File: config.mk
export PLATFORM = sky130hd
export DESIGN_NAME = uart_pin_option_control
export DESIGN_NICKNAME = d
export VERILOG_FILES = /design/src/pin_drive_stage.sv /design/src/uart_pin_option_control.sv
export SDC_FILE = /design/constraint.sdc
export NUM_CORES = 1
export LEC_CHECK = 0
export BUFFER_PORTS_ARGS = -buffer_cell sky130_fd_sc_hd__buf_2
export CORE_MARGIN = 4
export CORE_UTILIZATION = 49
export CTS_CLUSTER_SIZE = 28
export DETAILED_ROUTE_END_ITERATION = 7
export PLACE_DENSITY = 0.87
export SLEW_MARGIN = 5
export SYNTH_ARGS = -nofsm -noshare
export SYNTH_HDL_FRONTEND = slang
export SYNTH_SLANG_ARGS = --single-unit
export TNS_END_PERCENT = 50
File: constraint.sdc
create_clock -name MCLK -period 2.4 [get_ports MCLK]
set_input_delay 0.36 -clock MCLK [delete_from_list [all_inputs] [get_ports MCLK]]
set_output_delay 0.36 -clock MCLK [all_outputs]
set_load 0.01 [all_outputs]
File: src/pin_drive_stage.sv
`timescale 1ns/1ns

// ****************************************************************
// shared constants
// ****************************************************************
package pinopt_pkg;
  // register byte offsets on the avalon slave
  localparam logic [7:0]  MODEM_CTRL_OFS   = 8'h00;
  localparam logic [7:0]  LINE_CTRL_OFS    = 8'h04;
  localparam logic [7:0]  FIFO_CTRL_OFS    = 8'h08;
  localparam logic [7:0]  ENH_MODE_OFS     = 8'h0C;
  localparam logic [7:0]  PIN_STATUS_OFS   = 8'h10;
  // field positions
  localparam int          MCR_OUT_A_BIT    = 2;
  localparam int          MCR_OUT_B_BIT    = 3;
  localparam int          MCR_IRQ_EN_BIT   = 3;
  localparam int          MCR_LOOP_BIT     = 4;
  localparam int          LCR_ALT_BIT      = 7;
  localparam int          FCR_DEEP_BIT     = 5;
  localparam int          ENH_ON_BIT       = 0;
  localparam int          STS_STRAP_BIT    = 0;
  localparam int          STS_DEEP_BIT     = 1;
  localparam int          STS_OVR_BIT      = 2;
  localparam int          STS_IRQ_DRV_BIT  = 3;
  localparam int          STS_IRQ_STRAP_BIT = 4;
  // reset values
  localparam logic [7:0]  MODEM_CTRL_RST   = 8'h00;
  localparam logic [7:0]  LINE_CTRL_RST    = 8'h00;
  localparam logic [7:0]  FIFO_CTRL_RST    = 8'h00;
  localparam logic [7:0]  ENH_MODE_RST     = 8'h00;
  localparam logic [31:0] UNMAPPED_DATA    = 32'h0000_0000;
  // fifo depths in entries
  localparam logic [7:0]  DEPTH_SHALLOW    = 8'h10;
  localparam logic [7:0]  DEPTH_DEEP       = 8'h80;
  // slave handshake states, gray along idle -> answer
  typedef enum logic [1:0] {
    BUS_IDLE   = 2'b00,
    BUS_ANSWER = 2'b01
  } bus_state_t;
endpackage : pinopt_pkg

// ****************************************************************
// registered pin stage for interrupt and user outputs
// ****************************************************************
module pin_drive_stage (
  input  wire logic       clk,
  input  wire logic       rst,
  input  wire logic [7:0] modem_ctrl,
  input  wire logic       irq_strap,
  input  wire logic       irq_pending,
  output logic            irq_out,
  output logic            irq_oe_n,
  output logic            out_a_n,
  output logic            out_b_n
);
  logic loopback;
  logic irq_drive;
  logic out_a_n_d;
  logic out_b_n_d;

  // strap high forces the driver on, else the modem bit steers it
  assign irq_drive = irq_strap
                   | modem_ctrl[pinopt_pkg::MCR_IRQ_EN_BIT];
  assign loopback  = modem_ctrl[pinopt_pkg::MCR_LOOP_BIT];
  // loopback parks both user pins inactive high
  assign out_a_n_d = loopback | ~modem_ctrl[pinopt_pkg::MCR_OUT_A_BIT];
  assign out_b_n_d = loopback | ~modem_ctrl[pinopt_pkg::MCR_OUT_B_BIT];

  // one flop per pin so the board sees glitch-free levels
  always_ff @(posedge clk or posedge rst) begin
    if (rst) begin
      irq_out  <= 1'b0;
      irq_oe_n <= 1'b1;
      out_a_n  <= 1'b1;
      out_b_n  <= 1'b1;
    end else begin
      irq_out  <= irq_pending;
      irq_oe_n <= ~irq_drive;
      out_a_n  <= out_a_n_d;
      out_b_n  <= out_b_n_d;
    end
  end
endmodule : pin_drive_stage

File: src/uart_pin_option_control.sv
// Behaviour
// With the interrupt-select strap high the interrupt pin is always driven and modem bit 3 is ignored; here it floats until the first edge after reset.
// With that strap low the interrupt pin is driven while modem bit 3 is set and floats while it is clear.
// User output A, active low, is the inverse of modem bit 2.
// User output B, active low, is the inverse of modem bit 3.
// Both user outputs sit high after reset and for as long as loopback is on.
// Strap low and no override gives 16-entry fifos.
// Strap high gives 128-entry fifos.
// Software can read the live, unlatched strap level.
// Writing one to fifo-control bit 5 while line-control bit 7 is set forces 128 entries.
// Enhanced mode forces 128 entries whatever the strap says.
// The interrupt pin is active high while any enabled channel interrupt is pending.
//
// Design decisions made here: the placing of the registers and register access over Avalon-MM.
`timescale 1ns/1ns

module uart_pin_option_control (
  input  wire logic        MCLK,
  input  wire logic        RST,
  // avalon-mm slave
  input  wire logic [7:0]  AVS_ADDRESS,
  input  wire logic        AVS_READ,
  input  wire logic        AVS_WRITE,
  input  wire logic [31:0] AVS_WRITEDATA,
  input  wire logic [3:0]  AVS_BYTEENABLE,
  output logic [31:0]      AVS_READDATA,
  output logic             AVS_WAITREQUEST,
  // board straps and channel status
  input  wire logic        IRQ_TRISTATE_SELECT_STRAP,
  input  wire logic        FIFO_DEPTH_STRAP,
  input  wire logic        IRQ_PENDING,
  // pins and depth towards the channel
  output logic             IRQ_OUT,
  output logic             IRQ_OUT_OE_N,
  output logic             USER_OUT_A_N,
  output logic             USER_OUT_B_N,
  output logic             FIFO_DEPTH_DEEP,
  output logic [7:0]       FIFO_DEPTH
);

  // ****************************************************************
  // helper functions
  // ****************************************************************

  // place an 8-bit register in the low lane of a read word
  function automatic logic [31:0] low_lane(input logic [7:0] v);
    low_lane = {24'h00_0000, v};
  endfunction : low_lane

  // merge a byte write only when lane 0 is enabled
  function automatic logic [7:0] lane_merge(input logic [7:0] old_v,
                                            input logic [31:0] wdata,
                                            input logic [3:0]  be);
    lane_merge = be[0] ? wdata[7:0] : old_v;
  endfunction : lane_merge

  // entry count chosen by the deep flag
  function automatic logic [7:0] depth_of(input logic deep);
    depth_of = deep ? pinopt_pkg::DEPTH_DEEP : pinopt_pkg::DEPTH_SHALLOW;
  endfunction : depth_of

  // full byte-offset match; no address bit is ignored, so no aliases
  function automatic logic addr_hit(input logic [7:0] a,
                                    input logic [7:0] ofs);
    addr_hit = (a == ofs);
  endfunction : addr_hit

  // ****************************************************************
  // state
  // ****************************************************************

  // slave handshake state
  pinopt_pkg::bus_state_t state_q;
  pinopt_pkg::bus_state_t state_d;

  // software-visible registers
  logic [7:0]  modem_ctrl_q;
  logic [7:0]  modem_ctrl_d;
  logic [7:0]  line_ctrl_q;
  logic [7:0]  line_ctrl_d;
  logic [7:0]  fifo_ctrl_q;
  logic [7:0]  fifo_ctrl_d;
  logic [7:0]  enh_mode_q;
  logic [7:0]  enh_mode_d;

  // depth override latch, moved only through the alternate access path
  logic        deep_ovr_q;
  logic        deep_ovr_d;

  // bus answer: read data and waitrequest
  logic [31:0] rdata_q;
  logic [31:0] rdata_d;
  logic        wait_q;
  logic        wait_d;

  // depth outputs towards the channel
  logic        deep_q;
  logic        deep_d;
  logic [7:0]  depth_q;
  logic [7:0]  depth_d;

  // ****************************************************************
  // bus decode
  // ****************************************************************

  // request qualifiers
  logic        req;
  logic        accept;
  logic        wr_commit;
  logic        wr_lane0;

  // one match per mapped offset
  logic        hit_mcr;
  logic        hit_lcr;
  logic        hit_fcr;
  logic        hit_enh;
  logic        hit_sts;

  // per-register write strobes
  logic        wr_mcr;
  logic        wr_lcr;
  logic        wr_fcr;
  logic        wr_enh;

  // register fields and the read side
  logic        alt_access;
  logic        enh_on;
  logic [7:0]  pin_status;
  logic [31:0] read_word;

  // a request is seen in idle, answered one cycle later
  assign req       = AVS_READ | AVS_WRITE;
  assign accept    = (state_q == pinopt_pkg::BUS_IDLE) & req;
  // writes land on the edge where the master sees waitrequest low,
  // so a master that drops the request early writes nothing
  assign wr_commit = (state_q == pinopt_pkg::BUS_ANSWER) & AVS_WRITE;

  // address matches
  assign hit_mcr = addr_hit(AVS_ADDRESS, pinopt_pkg::MODEM_CTRL_OFS);
  assign hit_lcr = addr_hit(AVS_ADDRESS, pinopt_pkg::LINE_CTRL_OFS);
  assign hit_fcr = addr_hit(AVS_ADDRESS, pinopt_pkg::FIFO_CTRL_OFS);
  assign hit_enh = addr_hit(AVS_ADDRESS, pinopt_pkg::ENH_MODE_OFS);
  assign hit_sts = addr_hit(AVS_ADDRESS, pinopt_pkg::PIN_STATUS_OFS);

  // a write with lane 0 off stores nothing anywhere
  assign wr_lane0 = wr_commit & AVS_BYTEENABLE[0];
  assign wr_mcr   = wr_lane0 & hit_mcr;
  assign wr_lcr   = wr_lane0 & hit_lcr;
  assign wr_fcr   = wr_lane0 & hit_fcr;
  assign wr_enh   = wr_lane0 & hit_enh;

  // ****************************************************************
  // register next values
  // ****************************************************************

  // loopback, user outputs and the irq enable all live here
  assign modem_ctrl_d = wr_mcr ? lane_merge(modem_ctrl_q, AVS_WRITEDATA, AVS_BYTEENABLE)
                               : modem_ctrl_q;
  assign line_ctrl_d  = wr_lcr ? lane_merge(line_ctrl_q, AVS_WRITEDATA, AVS_BYTEENABLE)
                               : line_ctrl_q;
  assign fifo_ctrl_d  = wr_fcr ? lane_merge(fifo_ctrl_q, AVS_WRITEDATA, AVS_BYTEENABLE)
                               : fifo_ctrl_q;
  assign enh_mode_d   = wr_enh ? lane_merge(enh_mode_q, AVS_WRITEDATA, AVS_BYTEENABLE)
                               : enh_mode_q;

  assign alt_access = line_ctrl_q[pinopt_pkg::LCR_ALT_BIT];
  assign enh_on     = enh_mode_q[pinopt_pkg::ENH_ON_BIT];

  // the deep override only moves on an fcr write with the alternate
  // access bit set; plain fcr writes keep whatever was chosen before
  assign deep_ovr_d = (wr_fcr & alt_access)
                    ? AVS_WRITEDATA[pinopt_pkg::FCR_DEEP_BIT]
                    : deep_ovr_q;

  // ****************************************************************
  // fifo depth selection
  // ****************************************************************

  // strap high, override or enhanced mode each give the deep fifo;
  // with none of them the shallow depth keeps legacy software happy
  assign deep_d  = FIFO_DEPTH_STRAP
                 | deep_ovr_q
                 | enh_on;
  assign depth_d = depth_of(deep_d);

  // ****************************************************************
  // read path
  // ****************************************************************

  // status shows the strap as it is now, not a copy taken at reset;
  // bit positions come from the package, spare bits read zero
  always_comb begin
    pin_status                                = 8'h00;
    pin_status[pinopt_pkg::STS_STRAP_BIT]     = FIFO_DEPTH_STRAP;
    pin_status[pinopt_pkg::STS_DEEP_BIT]      = deep_q;
    pin_status[pinopt_pkg::STS_OVR_BIT]       = deep_ovr_q;
    pin_status[pinopt_pkg::STS_IRQ_DRV_BIT]   = ~IRQ_OUT_OE_N;
    pin_status[pinopt_pkg::STS_IRQ_STRAP_BIT] = IRQ_TRISTATE_SELECT_STRAP;
  end

  // unmapped offsets read as zero and ignore writes
  assign read_word = hit_mcr ? low_lane(modem_ctrl_q) :
                     hit_lcr ? low_lane(line_ctrl_q)  :
                     hit_fcr ? low_lane(fifo_ctrl_q)  :
                     hit_enh ? low_lane(enh_mode_q)   :
                     hit_sts ? low_lane(pin_status)   :
                               pinopt_pkg::UNMAPPED_DATA;

  // read data is captured at acceptance and held through the answer
  assign rdata_d = (accept & AVS_READ) ? read_word : rdata_q;

  // ****************************************************************
  // handshake sequencing
  // ****************************************************************

  // fixed one-cycle wait: waitrequest drops for exactly one cycle,
  // and a request still held is taken again on the next idle edge
  always_comb begin
    state_d = state_q;
    unique case (state_q)
      pinopt_pkg::BUS_IDLE: begin
        if (req) begin
          state_d = pinopt_pkg::BUS_ANSWER;
        end
      end
      pinopt_pkg::BUS_ANSWER: begin
        state_d = pinopt_pkg::BUS_IDLE;
      end
      default: begin
        state_d = pinopt_pkg::BUS_IDLE;
      end
    endcase
  end

  // waitrequest is a flop so it cannot glitch on address changes;
  // it is low only in the answer cycle, so each request waits once
  assign wait_d = (state_d != pinopt_pkg::BUS_ANSWER);

  // ****************************************************************
  // flops
  // ****************************************************************

  // bus handshake and read data
  always_ff @(posedge MCLK or posedge RST) begin
    if (RST) begin
      state_q <= pinopt_pkg::BUS_IDLE;
      wait_q  <= 1'b1;
      rdata_q <= pinopt_pkg::UNMAPPED_DATA;
    end else begin
      state_q <= state_d;
      wait_q  <= wait_d;
      rdata_q <= rdata_d;
    end
  end

  // software registers; reset clears loopback and user bits
  always_ff @(posedge MCLK or posedge RST) begin
    if (RST) begin
      modem_ctrl_q <= pinopt_pkg::MODEM_CTRL_RST;
      line_ctrl_q  <= pinopt_pkg::LINE_CTRL_RST;
      fifo_ctrl_q  <= pinopt_pkg::FIFO_CTRL_RST;
      enh_mode_q   <= pinopt_pkg::ENH_MODE_RST;
      deep_ovr_q   <= 1'b0;
    end else begin
      modem_ctrl_q <= modem_ctrl_d;
      line_ctrl_q  <= line_ctrl_d;
      fifo_ctrl_q  <= fifo_ctrl_d;
      enh_mode_q   <= enh_mode_d;
      deep_ovr_q   <= deep_ovr_d;
    end
  end

  // depth outputs; shallow until the first edge after reset
  always_ff @(posedge MCLK or posedge RST) begin
    if (RST) begin
      deep_q  <= 1'b0;
      depth_q <= pinopt_pkg::DEPTH_SHALLOW;
    end else begin
      deep_q  <= deep_d;
      depth_q <= depth_d;
    end
  end

  assign AVS_READDATA    = rdata_q;
  assign AVS_WAITREQUEST = wait_q;
  assign FIFO_DEPTH_DEEP = deep_q;
  assign FIFO_DEPTH      = depth_q;

  // ****************************************************************
  // pin stage
  // ****************************************************************

  // the interrupt and user pins are registered inside this stage,
  // so every pin output still comes straight from a flop
  pin_drive_stage pins (
    .clk         (MCLK),
    .rst         (RST),
    .modem_ctrl  (modem_ctrl_q),
    .irq_strap   (IRQ_TRISTATE_SELECT_STRAP),
    .irq_pending (IRQ_PENDING),
    .irq_out     (IRQ_OUT),
    .irq_oe_n    (IRQ_OUT_OE_N),
    .out_a_n     (USER_OUT_A_N),
    .out_b_n     (USER_OUT_B_N)
  );

endmodule : uart_pin_option_control

Yosys cells after proc, flatten, opt, wreduce, memory -nomap -nowiden
Index checks and enable logic that the tools add are counted.
{ "op_classes": {"muxes": 8, "eq_ne": 6, "reduce_logical": 6, "n_bitwise": 19} }
{ "op_table": {"columns": ["op", "n"], "rows": [
  ["2-to-1 mux 8 bit", 5],
  ["== test 8 x 4 -> 1 bit, second input constant", 2],
  ["AND 1 bit", 9],
  ["== test 8 x 3 -> 1 bit, second input constant", 1],
  ["== test 8 x 5 -> 1 bit, second input constant", 1],
  ["zero test 8 bit", 1],
  ["AND reduction 2 bit", 4],
  ["bitwise OR 1 bit", 6],
  ["2-to-1 mux 5 bit", 1],
  ["2-to-1 mux 2 bit", 2],
  ["inverter 1 bit", 4],
  ["== test 2 x 1 -> 1 bit, second input constant", 1],
  ["zero test 2 bit", 1],
  ["inequality test 2 x 1 -> 1 bit, second input constant", 1]
]} }
{ "totals": {"inputBits": 51, "output_inout_bits": 46, "ff_bits": 81} }

Longest topological paths before layout
Gate-level depths: netlist of the first run.
{ "logic_depth": {"depth_word": 6, "ltp_mapped": 5, "depth_no_buf": 3} }

By module
Synthesis of the first run repeated with hierarchy kept, for this count alone.
{ "unflattened": {"cells_unflattened": 207, "area_unflattened_um2": 2507.4} }
{ "by_module_without_submodules": {"columns": ["module", "area_each_um2", "cells_per_inst", "n_inst"], "rows": [
  ["uart_pin_option_control", 2383.5, 199, 1],
  ["pin_drive_stage", 123.9, 8, 1]
]} }

Worst setup path before layout of the first run
No wires, ideal clock.
{ "synth_timing": {"kind": "input-to-reg", "start": "in AVS_ADDRESS[7]", "end": "reg enh_mode_q[0]", "cell_stages": 5, "path_slack_ns": 0.316, "arrival_ns": 1.959, "path_cell_list": "or4_4 -> buf_6 -> or4_4 -> buf_6 -> mux2_4"} }
{ "synth_via": {"elab_chain_cells": 3} }
{ "synth_rtl": {"columns": ["element", "line", "source"], "rows": [
  ["start: declaration", "uart_pin_option_control.sv:21", "input wire logic [7:0] AVS_ADDRESS,"],
  ["== test 8 x 4 -> 1 bit", "uart_pin_option_control.sv:65", "addr_hit = (a == ofs);"],
  ["AND 1 bit", "uart_pin_option_control.sv:150", "assign wr_enh = wr_lane0 & hit_enh;"],
  ["AND reduction 2 bit (no source line)", null, null],
  ["end signal: assignment", "uart_pin_option_control.sv:262", "enh_mode_q <= pinopt_pkg::ENH_MODE_RST;"],
  ["end signal: assignment", "uart_pin_option_control.sv:268", "enh_mode_q <= enh_mode_d;"],
  ["end: declaration", "uart_pin_option_control.sv:83", "logic [7:0] enh_mode_q;"]
]} }
Every way passes these cells.
A chain may end at the register's enable or synchronous reset.

Worst setup path after layout of the first run
{ "layout_timing": {"start": "reg state_q[1]", "end": "reg modem_ctrl_q[7]"} }
{ "layout_via": {"elab_chain_cells": 5} }
{ "layout_rtl": {"columns": ["element", "line", "source"], "rows": [
  ["start: declaration", "uart_pin_option_control.sv:73", "pinopt_pkg::bus_state_t state_q;"],
  ["start signal: assignment", "uart_pin_option_control.sv:246", "state_q <= pinopt_pkg::BUS_IDLE;"],
  ["start signal: assignment", "uart_pin_option_control.sv:250", "state_q <= state_d;"],
  ["== test 2 x 1 -> 1 bit", "uart_pin_option_control.sv:136", "assign wr_commit = (state_q == pinopt_pkg::BUS_ANSWER) & AVS_WRITE;"],
  ["AND 1 bit", "uart_pin_option_control.sv:136", null],
  ["AND 1 bit", "uart_pin_option_control.sv:146", "assign wr_lane0 = wr_commit & AVS_BYTEENABLE[0];"],
  ["AND 1 bit", "uart_pin_option_control.sv:147", "assign wr_mcr = wr_lane0 & hit_mcr;"],
  ["AND reduction 2 bit (no source line)", null, null],
  ["end signal: assignment", "uart_pin_option_control.sv:259", "modem_ctrl_q <= pinopt_pkg::MODEM_CTRL_RST;"],
  ["end signal: assignment", "uart_pin_option_control.sv:265", "modem_ctrl_q <= modem_ctrl_d;"],
  ["end: declaration", "uart_pin_option_control.sv:77", "logic [7:0] modem_ctrl_q;"]
]} }
Every way passes these cells.

==> results of run 1 <==
## report_power, final
part           internal [W]  switching, W  total [W]
Combinational     0.0000429     0.0000910   0.000134
Clock              0.000238      0.000291   0.000529
Sequential         0.000854    0.00000523   0.000860
Total               0.00113      0.000387    0.00152
## cell usage in the layout (no fill, tap or decap), types with 2 or more instances in the layout
| master | n |
|---|---|
| mux2_2 | 5 |
| nor2_1 | 8 |
| or3b_2 | 2 |
| nand2_1 | 5 |
| conb_1 | 31 |
| inv_1 | 2 |
| dfstp_2 | 5 |
| mux2_4 | 32 |
| dfrtp_1 | 45 |
| nor4_1 | 2 |
| buf_4 | 7 |
| nand2b_1 | 7 |
| a22o_1 | 3 |
| nor3b_1 | 4 |
| mux4_2 | 3 |
| or3_1 | 2 |
| a221oi_1 | 5 |
| clkbuf_8 | 6 |
| or4_4 | 4 |
| buf_2 | 39 |
| o41ai_1 | 5 |
## synth_stat cells (4+ instances only)
library cell   n  area share
buf_6          4       0.017
buf_4         31       0.090
nand2b_1       7       0.017
or4_4          4       0.017
mux2_4        32        0.19
dfstp_2        5       0.051
dfrtp_1       45        0.43
nor2_1         8       0.012
nor3b_1        4       0.012
a221oi_1       5       0.017
nand2_1        5      0.0072
o41ai_1        5       0.017
mux2_2         5       0.022
## per-stage QoR
| step | util | setup WS (ns) | instance area, um^2 | instances | hold slack, ns |
|---|---|---|---|---|---|
| finish | 0.556 | 0.510 | 2840 | 305 | 0.0242 |
| global route | 0.556 | 0.437 | 2840 | 305 | 0.0486 |
| CTS | 0.556 | 0.493 | 2840 | 305 | 0.0340 |
| detailed placement | 0.537 | 0.202 | 2740 | 297 | 0.376 |
| global placement | 0.537 | 0.232 | 2740 | 297 | 0.373 |
| floorplan | - | 0.316 | 2710 | 222 | 0.387 |
## area by class of cell
type | count | area [um^2]
timing repair buffer | 46 | 248
clock inverter | 2 | 16.3
tap | 70 | 87.6
multi-input combinational | 128 | 1140
sequential | 50 | 1260
inverter | 3 | 11.3
clock buffer | 6 | 82.6
fill | 455 | 2270
## state kept, by name (all words and copies together), names as in the netlist, 2 cells and up
name          cells
state_q           2
fifo_ctrl_q       8
line_ctrl_q       8
FIFO_DEPTH        2
modem_ctrl_q      8
AVS_READDATA      8
enh_mode_q        8
## cells by family after synthesis
group / Yosys count
AO/OA/AOI/OAI: 14
other: 1
buffers and inverters: 44
multiplexers: 41
AND/OR/NAND/NOR: 42
flip-flops: 50
## worst min path at each step
stage,startpoint,endpoint,cells after the start
2_1_floorplan,IRQ_TRISTATE_SELECT_STRAP,pins.irq_oe_n$_DFF_PP1_,1
3_3_place_gp,RST,pins.irq_out$_DFF_PP0_,2
3_5_place_dp,RST,pins.irq_out$_DFF_PP0_,2
4_1_cts,RST,modem_ctrl_q[2]$_DFFE_PP0P_,2
5_1_grt,RST,modem_ctrl_q[2]$_DFFE_PP0P_,2
6_report,RST,AVS_READDATA[0]$_DFFE_PP0P_,2
## metal layers
metal  share of wire  routed length (um)  vias to the layer above
li1                -                   -                      701
met1            0.41                2170                      772
met2            0.48                2530                       70
met3           0.076                 398                       15
met4           0.025                 129                        0
met5               0                   0                        -
==> results.toml, run 1 <==
[outcome]
status = "finished clean"

[final_layout]
n_antenna_cell = 0
syn_to_final_growth_pct = 9.51
fin_nets = 285
drive_gt1_frac = 0.455

[clock_tree]
clk_pin_slew_ns = 0.10
cts_hold_buf = 0
clk_latency_ns = 0.31
post_cts_buffers = 0
clock_sinks = 50
cts_resized = 0
cts_tree = "built"
cts_root_buffer = "clkbuf_8"
numCtsBuffers = 5
htree_levels = 2
cts_buffer_depth = 2

[placement]
gp_congestion = 0.806
portBuffers = 39
dp_hpwl_um = 3850

[drt]
antenna_left = 0
drtIter0Drc = 91
drc = 0
routedWlPerCell_um = 17.1
finalWirelength_um = 5230
via_per_inst = 5.11
vias = 1558
drtPass1Iterations = 4

[timing]
timing.final.max_slew_violations = 0
fmax_ghz = 0.529
fin_crit_ns = 1.89
rsz0062_at_grt = "no"
finalSetupTns_ns = 0
fin_crit_sh = 0.787
max_slew.worst_pin.slew_ns = 0.552
setup_viol = 0
skew_ns = 0.00957
slew_headroom = 0.632
hold_viol_final = 0

[synth]
synth_edf_count = 0
netlist_area_mm2 = 0.00259
synthXorXnorAreaFrac = 0
synth_top_family_by_area = "multiplexers"
yosys.cell_types.count = 32
syn_inst = 192
ys_ff_latch = 50
ys_seq_area_frac = 0.485
synth-adder-area-share = 0
syn_avg_cell_area_um2 = 13.5
synth-compound-area-share = 0.0458
synthSimpleGateAreaFrac = 0.110
muxShareOfSynthArea = 0.237
yosysWarnings = 0
ys_async_sr_fraction = 1.00
ys.flop_type = "dfrtp_1"

[floorplan]
core_mm2 = 0.00511
die_y_um = 80.7
die_width_um = 80.7
rows = 26
pin_count = 97
dieArea_mm2 = 0.00652
initial_core_util = 0.508

[global_route]
met1_usage = 0.221
grt_pass1_wl_um = 8360
antenna_found_initial = 0
grt_util_met3 = 0.0443
busiest_layer = "met2"
grt_overflow_total = 0
track_usage = 0.172
grt_start_max_net_pins = 32
grt_pass1_vias = 1622
use_met2 = 0.275

[worst_setup_path]
timing.critical_path.max_delay_family = "simple AND/OR/NAND/NOR gates"
rr_startpoint = "state_q[1]$_DFF_PP0_"
startpoint = "state_q[1]$_DFF_PP0_"
startpoint_type = "flop"
worstPathMaxFanout = 8
worstPathBufferInverterCount = 0
slowest_delay_ns = 0.69
cp-endpoint = "modem_ctrl_q[7]$_DFFE_PP0P_"
cp-end-kind = "flop"
cp_cell_sequence = "nand4b_1 > or4_4 > mux2_4"
worstReg2RegEnd = "modem_ctrl_q[7]$_DFFE_PP0P_"
worstSetupPathType = "reg2reg"
rrSetupSlack_ns = 0.51
worst_ep_required_time_ns = 2.59
worst-path-stages = 3
worstPathArrival_ns = 2.08
crit_slowest_cell = "or4_4"
rr_worst_depth = 3

[job]
drv_cap = 0

[pwr]
vdd_drop_max_mv = 0.292
p_leak_nw = 1.48
power_per_cell_area_mw_per_mm2 = 536
power.total_w = 0.00152

[worst_hold_path]
hold_path_class = "in2async"
Power figures use the tool's default switching activity.
==> run 2: changes to the inputs <==
--- a/config.mk
+++ b/config.mk
@@ -7,10 +7,10 @@
 export LEC_CHECK = 0
 export BUFFER_PORTS_ARGS = -buffer_cell sky130_fd_sc_hd__buf_2
 export CORE_MARGIN = 4
-export CORE_UTILIZATION = 49
+export CORE_UTILIZATION = 44
 export CTS_CLUSTER_SIZE = 28
 export DETAILED_ROUTE_END_ITERATION = 7
-export PLACE_DENSITY = 0.87
+export PLACE_DENSITY = 0.83
 export SLEW_MARGIN = 5
 export SYNTH_ARGS = -nofsm -noshare
 export SYNTH_HDL_FRONTEND = slang
==> constraint.sdc (replaced) <==
create_clock -name MCLK -period 1.51 [get_ports MCLK]
set_input_delay 0.2265 -clock MCLK [delete_from_list [all_inputs] [get_ports MCLK]]
set_output_delay 0.2265 -clock MCLK [all_outputs]
set_load 0.01 [all_outputs]
==> run 2 against run 1 <==
Net effect: the run now ends with negative setup slack left; non-clock buffer count grew 17; clock power is 55% higher; fmax grew 9.5%; design area rose by 8.8%; global-route usage shrank 2.2 points; sequential share of layout area is 3.6 points lower; core utilization shrank 0.50 points; combinational power is 99% higher; register-to-register slack lost 0.73 ns; first-iteration DRC count rose by 9.9%; via count up 4.0%; critical endpoint is now enh_mode_q[5]$_DFFE_PP0P_; largest cell class unchanged.
==> results.toml, run 2 (same netlist as run 1, synthesis figures left out) <==
[outcome]
status = "finished with violations"
violations = "negative setup slack"

[drt]
finalWirelength_um = 5330
drc = 0
vias = 1621
antenna_left = 0
drtIter0Drc = 100
routedWlPerCell_um = 16.4
drtPass1Iterations = 4
via_per_inst = 5.00

[worst_hold_path]
hold_path_class = "in2reg"
hp-start = "IRQ_PENDING"
min_path_cells = 1
min_to = "pins.irq_out$_DFF_PP0_"

[worst_setup_path]
startpoint = "state_q[1]$_DFF_PP0_"
worstPathMaxFanout = 8
rr_startpoint = "state_q[1]$_DFF_PP0_"
rr_worst_depth = 4
rrSetupSlack_ns = -0.22
worstReg2RegEnd = "enh_mode_q[5]$_DFFE_PP0P_"
worst_ep_required_time_ns = 1.70
cp-end-kind = "flop"
worstPathArrival_ns = 1.91
startpoint_type = "flop"
worstSetupPathType = "reg2reg"

[floorplan]
pin_count = 97
dieArea_mm2 = 0.00718
initial_core_util = 0.462
die_y_um = 84.8
core_mm2 = 0.00561
die_width_um = 84.8
rows = 27

[clock_tree]
clk_latency_ns = 0.31
clk_pin_slew_ns = 0.09
cts_root_buffer = "clkbuf_8"
htree_levels = 2
cts_buffer_depth = 2
cts_tree = "built"
clock_sinks = 50
numCtsBuffers = 5

[pwr]
p_leak_nw = 1.62
pwr-share-seq = 0.557
power.internal_w = 0.00183
power_per_cell_area_mw_per_mm2 = 794
power_frac_comb = 0.108
sw_frac_of_total = 0.253
power.total_w = 0.00245
p_clk_frac = 0.334
p_switching_w = 0.000619
vdd_drop_max_mv = 0.464

[global_route]
antenna_found_initial = 0
grt_start_max_net_pins = 51
track_usage = 0.150
grt_pass1_wl_um = 8450
grt_overflow_total = 0
grt_pass1_vias = 1650

[placement]
gp_congestion = 0.775
portBuffers = 39
dp_hpwl_um = 3720
pre_cts_ws_ns = -0.531

[timing]
fin_crit_sh = 1.14
skew_ns = 0.0118
timing.final.max_slew_violations = 0
fin_crit_ns = 1.73
finalSetupTns_ns = -5.83
worst_slack_ns = -0.216
rsz0062_at_grt = "yes"
setup_viol = 36
fmax_ghz = 0.579
hold_viol_final = 0

[final_layout]
fin_nets = 302
fillers = 482
drive_gt1_frac = 0.520
layout_commonest_cell = "dfrtp_1"
postLayoutCoreUtil = 0.551
final_cell_mix = "dfrtp_1 (45), buf_2 (38), mux2_4 (33)"
n_antenna_cell = 0
syn_to_final_growth_pct = 19.2

[job]
drv_cap = 0
run 2: timing repair:
item / CTS / global route
endpoints found under the setup margin: 41 / 41
gates resized for setup: 9 / 4
pin swaps: 6 / 3
gates cloned: 0 / 0
hold buffers: 1 / 0
endpoints found under the hold margin: 45 / 0
setup buffers: 3 / 0
run 2: power by group through the flow:
stage | Clock [W] | Combinational (W) | Sequential [W]
floorplan | 0 | 0.000181 | 0.00140
global placement | 0 | 0.000243 | 0.00139
detailed placement | 0 | 0.000247 | 0.00139
CTS | 0.000830 | 0.000261 | 0.00137
global route | 0.000882 | 0.000293 | 0.00137
finish | 0.000819 | 0.000266 | 0.00137
run 2: layer usage:
layer,vias up,part of all wire,track usage
met1,823,0.42,0.193
met4,0,0.014,0.0460
met5,-,0,0
met3,9,0.058,0.0373
met2,54,0.50,0.251
li1,735,-,-
run 2: how the worst max path moves through the flow:
stage	slack (ns)	end
after floorplan	-0.44	enh_mode_q[0]$_DFFE_PP0P_
after global placement	-0.53	deep_ovr_q$_DFFE_PP0P_
after detailed placement	-0.53	enh_mode_q[7]$_DFFE_PP0P_
after CTS	-0.21	enh_mode_q[7]$_DFFE_PP0P_
after global routing	-0.30	enh_mode_q[6]$_DFFE_PP0P_
final	-0.22	enh_mode_q[5]$_DFFE_PP0P_
run 2: final cells by class:
class                      instances  area [um^2]  area share
clock inverter                     2         12.5     0.00405
multi-input combinational        128         1210       0.390
clock buffer                       6         82.6      0.0267
sequential                        50         1260       0.407
inverter                           3         11.3     0.00365
timing repair buffer              63          429       0.139
tap                               72         90.1      0.0292
run 2: critical path, cell delays in order (launching register included):
cell      delay (ns)
dfrtp_1         0.38
nand4b_1        0.18
buf_4           0.16
or4_4           0.55
mux2_4          0.34
run 2: per-stage QoR:
step	instances	cell area [um^2]	hold slack (ns)
finish	324	3090	0.0310
global route	324	3090	0.0171
CTS	324	3060	0.0203
detailed placement	313	2890	0.293
global placement	313	2890	0.287
floorplan	222	2710	0.254
==> run 3: changes to the inputs <==
--- a/config.mk
+++ b/config.mk
@@ -11,6 +11,7 @@
 export CTS_CLUSTER_SIZE = 28
 export DETAILED_ROUTE_END_ITERATION = 7
 export PLACE_DENSITY = 0.83
+export SKIP_CTS_REPAIR_TIMING = 1
 export SLEW_MARGIN = 5
 export SYNTH_ARGS = -nofsm -noshare
 export SYNTH_HDL_FRONTEND = slang
==> run 3 against run 2 <==
Net effect: the run still ends with negative setup slack left; non-clock buffer count is 1 lower; fmax is 0.89% lower; count of clock-buffer cells in the layout stayed put; via count is 0.68% lower; first-iteration DRC count is 3.0% higher; critical endpoint is now enh_mode_q[7]$_DFFE_PP0P_; highest routed layer unchanged.
==> results.toml, run 3 (same netlist as run 1, synthesis figures left out) <==
[timing]
fin_crit_sh = 1.15
hold_viol_final = 0
fin_crit_ns = 1.74
whs_ns = 0.0289
worst_slack_ns = -0.232
rsz0062_at_grt = "yes"
timing.final.max_slew_violations = 0
skew_ns = 0.00976
fmax_ghz = 0.574
finalSetupTns_ns = -6.15
setup_viol = 34

[drt]
drtIter0Drc = 103
vias = 1610
finalWirelength_um = 5390
antenna_left = 0
via_per_inst = 4.98
routedWlPerCell_um = 16.7
drc = 0
drtPass1Iterations = 4

[floorplan]
rows = 27
die_y_um = 84.8
dieArea_mm2 = 0.00718
initial_core_util = 0.462
pin_count = 97
core_mm2 = 0.00561
die_width_um = 84.8

[final_layout]
syn_to_final_growth_pct = 18.3
final_cell_mix = "dfrtp_1 (45), buf_2 (39), mux2_4 (32)"
fin_nets = 301
fillers = 491
final_cells = 323
final_design_area_no_fill_mm2 = 0.00307
drive_gt1_frac = 0.514
n_antenna_cell = 0
layout_commonest_cell = "dfrtp_1"

[worst_setup_path]
worstPathArrival_ns = 1.93
rr_worst_depth = 4
cp_cell_sequence = "nand4b_1 > buf_4 > or4_4 > mux2_4"
startpoint_type = "flop"
rr_startpoint = "state_q[1]$_DFF_PP0_"
slowest_delay_ns = 0.55
worst_ep_required_time_ns = 1.70
worstPathMaxFanout = 8
worstSetupPathType = "reg2reg"
worstReg2RegEnd = "enh_mode_q[7]$_DFFE_PP0P_"
crit_slowest_cell = "or4_4"
rrSetupSlack_ns = -0.23
cp-end-kind = "flop"

[pwr]
power_frac_comb = 0.108
power.internal_w = 0.00183
p_clk_frac = 0.334
sw_frac_of_total = 0.252
p_leak_nw = 1.65
pwr-share-seq = 0.559
p_switching_w = 0.000617
vdd_drop_max_mv = 0.475
power_per_cell_area_mw_per_mm2 = 797

[placement]
dp_hpwl_um = 3720
portBuffers = 39
gp_congestion = 0.775
dpl_cell_area_mm2 = 0.00289
dp.cells = 313
pre_cts_ws_ns = -0.531

[clock_tree]
cts_root_buffer = "clkbuf_8"
clock_sinks = 50
htree_levels = 2
cts_tree = "built"
numCtsBuffers = 5
clk_latency_ns = 0.30
cts_buffer_depth = 2
clk_pin_slew_ns = 0.08

[global_route]
track_usage = 0.147
antenna_found_initial = 0
grt_overflow_total = 0
grt_pass1_vias = 1635
grt_start_max_net_pins = 51
grt_pass1_wl_um = 8260

[outcome]
status = "finished with violations"
violations = "negative setup slack"

[worst_hold_path]
hp-start = "IRQ_PENDING"
min_to = "pins.irq_out$_DFF_PP0_"
min_path_cells = 1
hold_path_class = "in2reg"

[job]
drv_cap = 0
[run 3: critical path: cells and delay by family, from the launching register on]
family        cells  cell delay, ns
mux               1            0.34
buf+inv           1            0.17
flops             1            0.38
simple gates      2            0.74
[run 3: metrics by stage]
step / total power [W] / util
3_5_place_dp: 0.00164 / 0.515
5_1_grt: 0.00255 / 0.547
2_1_floorplan: 0.00158 / -
4_1_cts: 0.00244 / 0.531
6_report: 0.00245 / 0.547
3_3_place_gp: 0.00163 / 0.515
[run 3: cell type report]
| class | count | area [um^2] | share of cell area |
|---|---|---|---|
| tap | 72 | 90.1 | 0.0294 |
| clock inverter | 2 | 12.5 | 0.00408 |
| multi-input combinational | 128 | 1200 | 0.393 |
| inverter | 3 | 11.3 | 0.00367 |
| clock buffer | 6 | 82.6 | 0.0269 |
| timing repair buffer | 62 | 408 | 0.133 |
| sequential | 50 | 1260 | 0.410 |
[run 3: power groups by stage]
stage	combinational (W)	sequential, W	clock [W]
2_1_floorplan	0.000181	0.00140	0
3_3_place_gp	0.000243	0.00139	0
3_5_place_dp	0.000247	0.00139	0
4_1_cts	0.000249	0.00137	0.000830
5_1_grt	0.000290	0.00137	0.000891
6_report	0.000264	0.00137	0.000816
[run 3: how the worst max path moves through the flow]
| stage | from | end | slack, ns |
|---|---|---|---|
| 2_1_floorplan | AVS_ADDRESS[7] | enh_mode_q[0]$_DFFE_PP0P_ | -0.44 |
| 3_3_place_gp | AVS_ADDRESS[7] | deep_ovr_q$_DFFE_PP0P_ | -0.53 |
| 3_5_place_dp | AVS_ADDRESS[7] | enh_mode_q[7]$_DFFE_PP0P_ | -0.53 |
| 4_1_cts | state_q[1]$_DFF_PP0_ | enh_mode_q[7]$_DFFE_PP0P_ | -0.27 |
| 5_1_grt | state_q[1]$_DFF_PP0_ | enh_mode_q[6]$_DFFE_PP0P_ | -0.27 |
| 6_report | state_q[1]$_DFF_PP0_ | enh_mode_q[7]$_DFFE_PP0P_ | -0.23 |
[run 3: routing by layer]
metal | wire [um] | global-route usage
met1 | 2290 | 0.188
met2 | 2750 | 0.242
met3 | 267 | 0.0373
met4 | 89 | 0.0489
met5 | 0 | 0
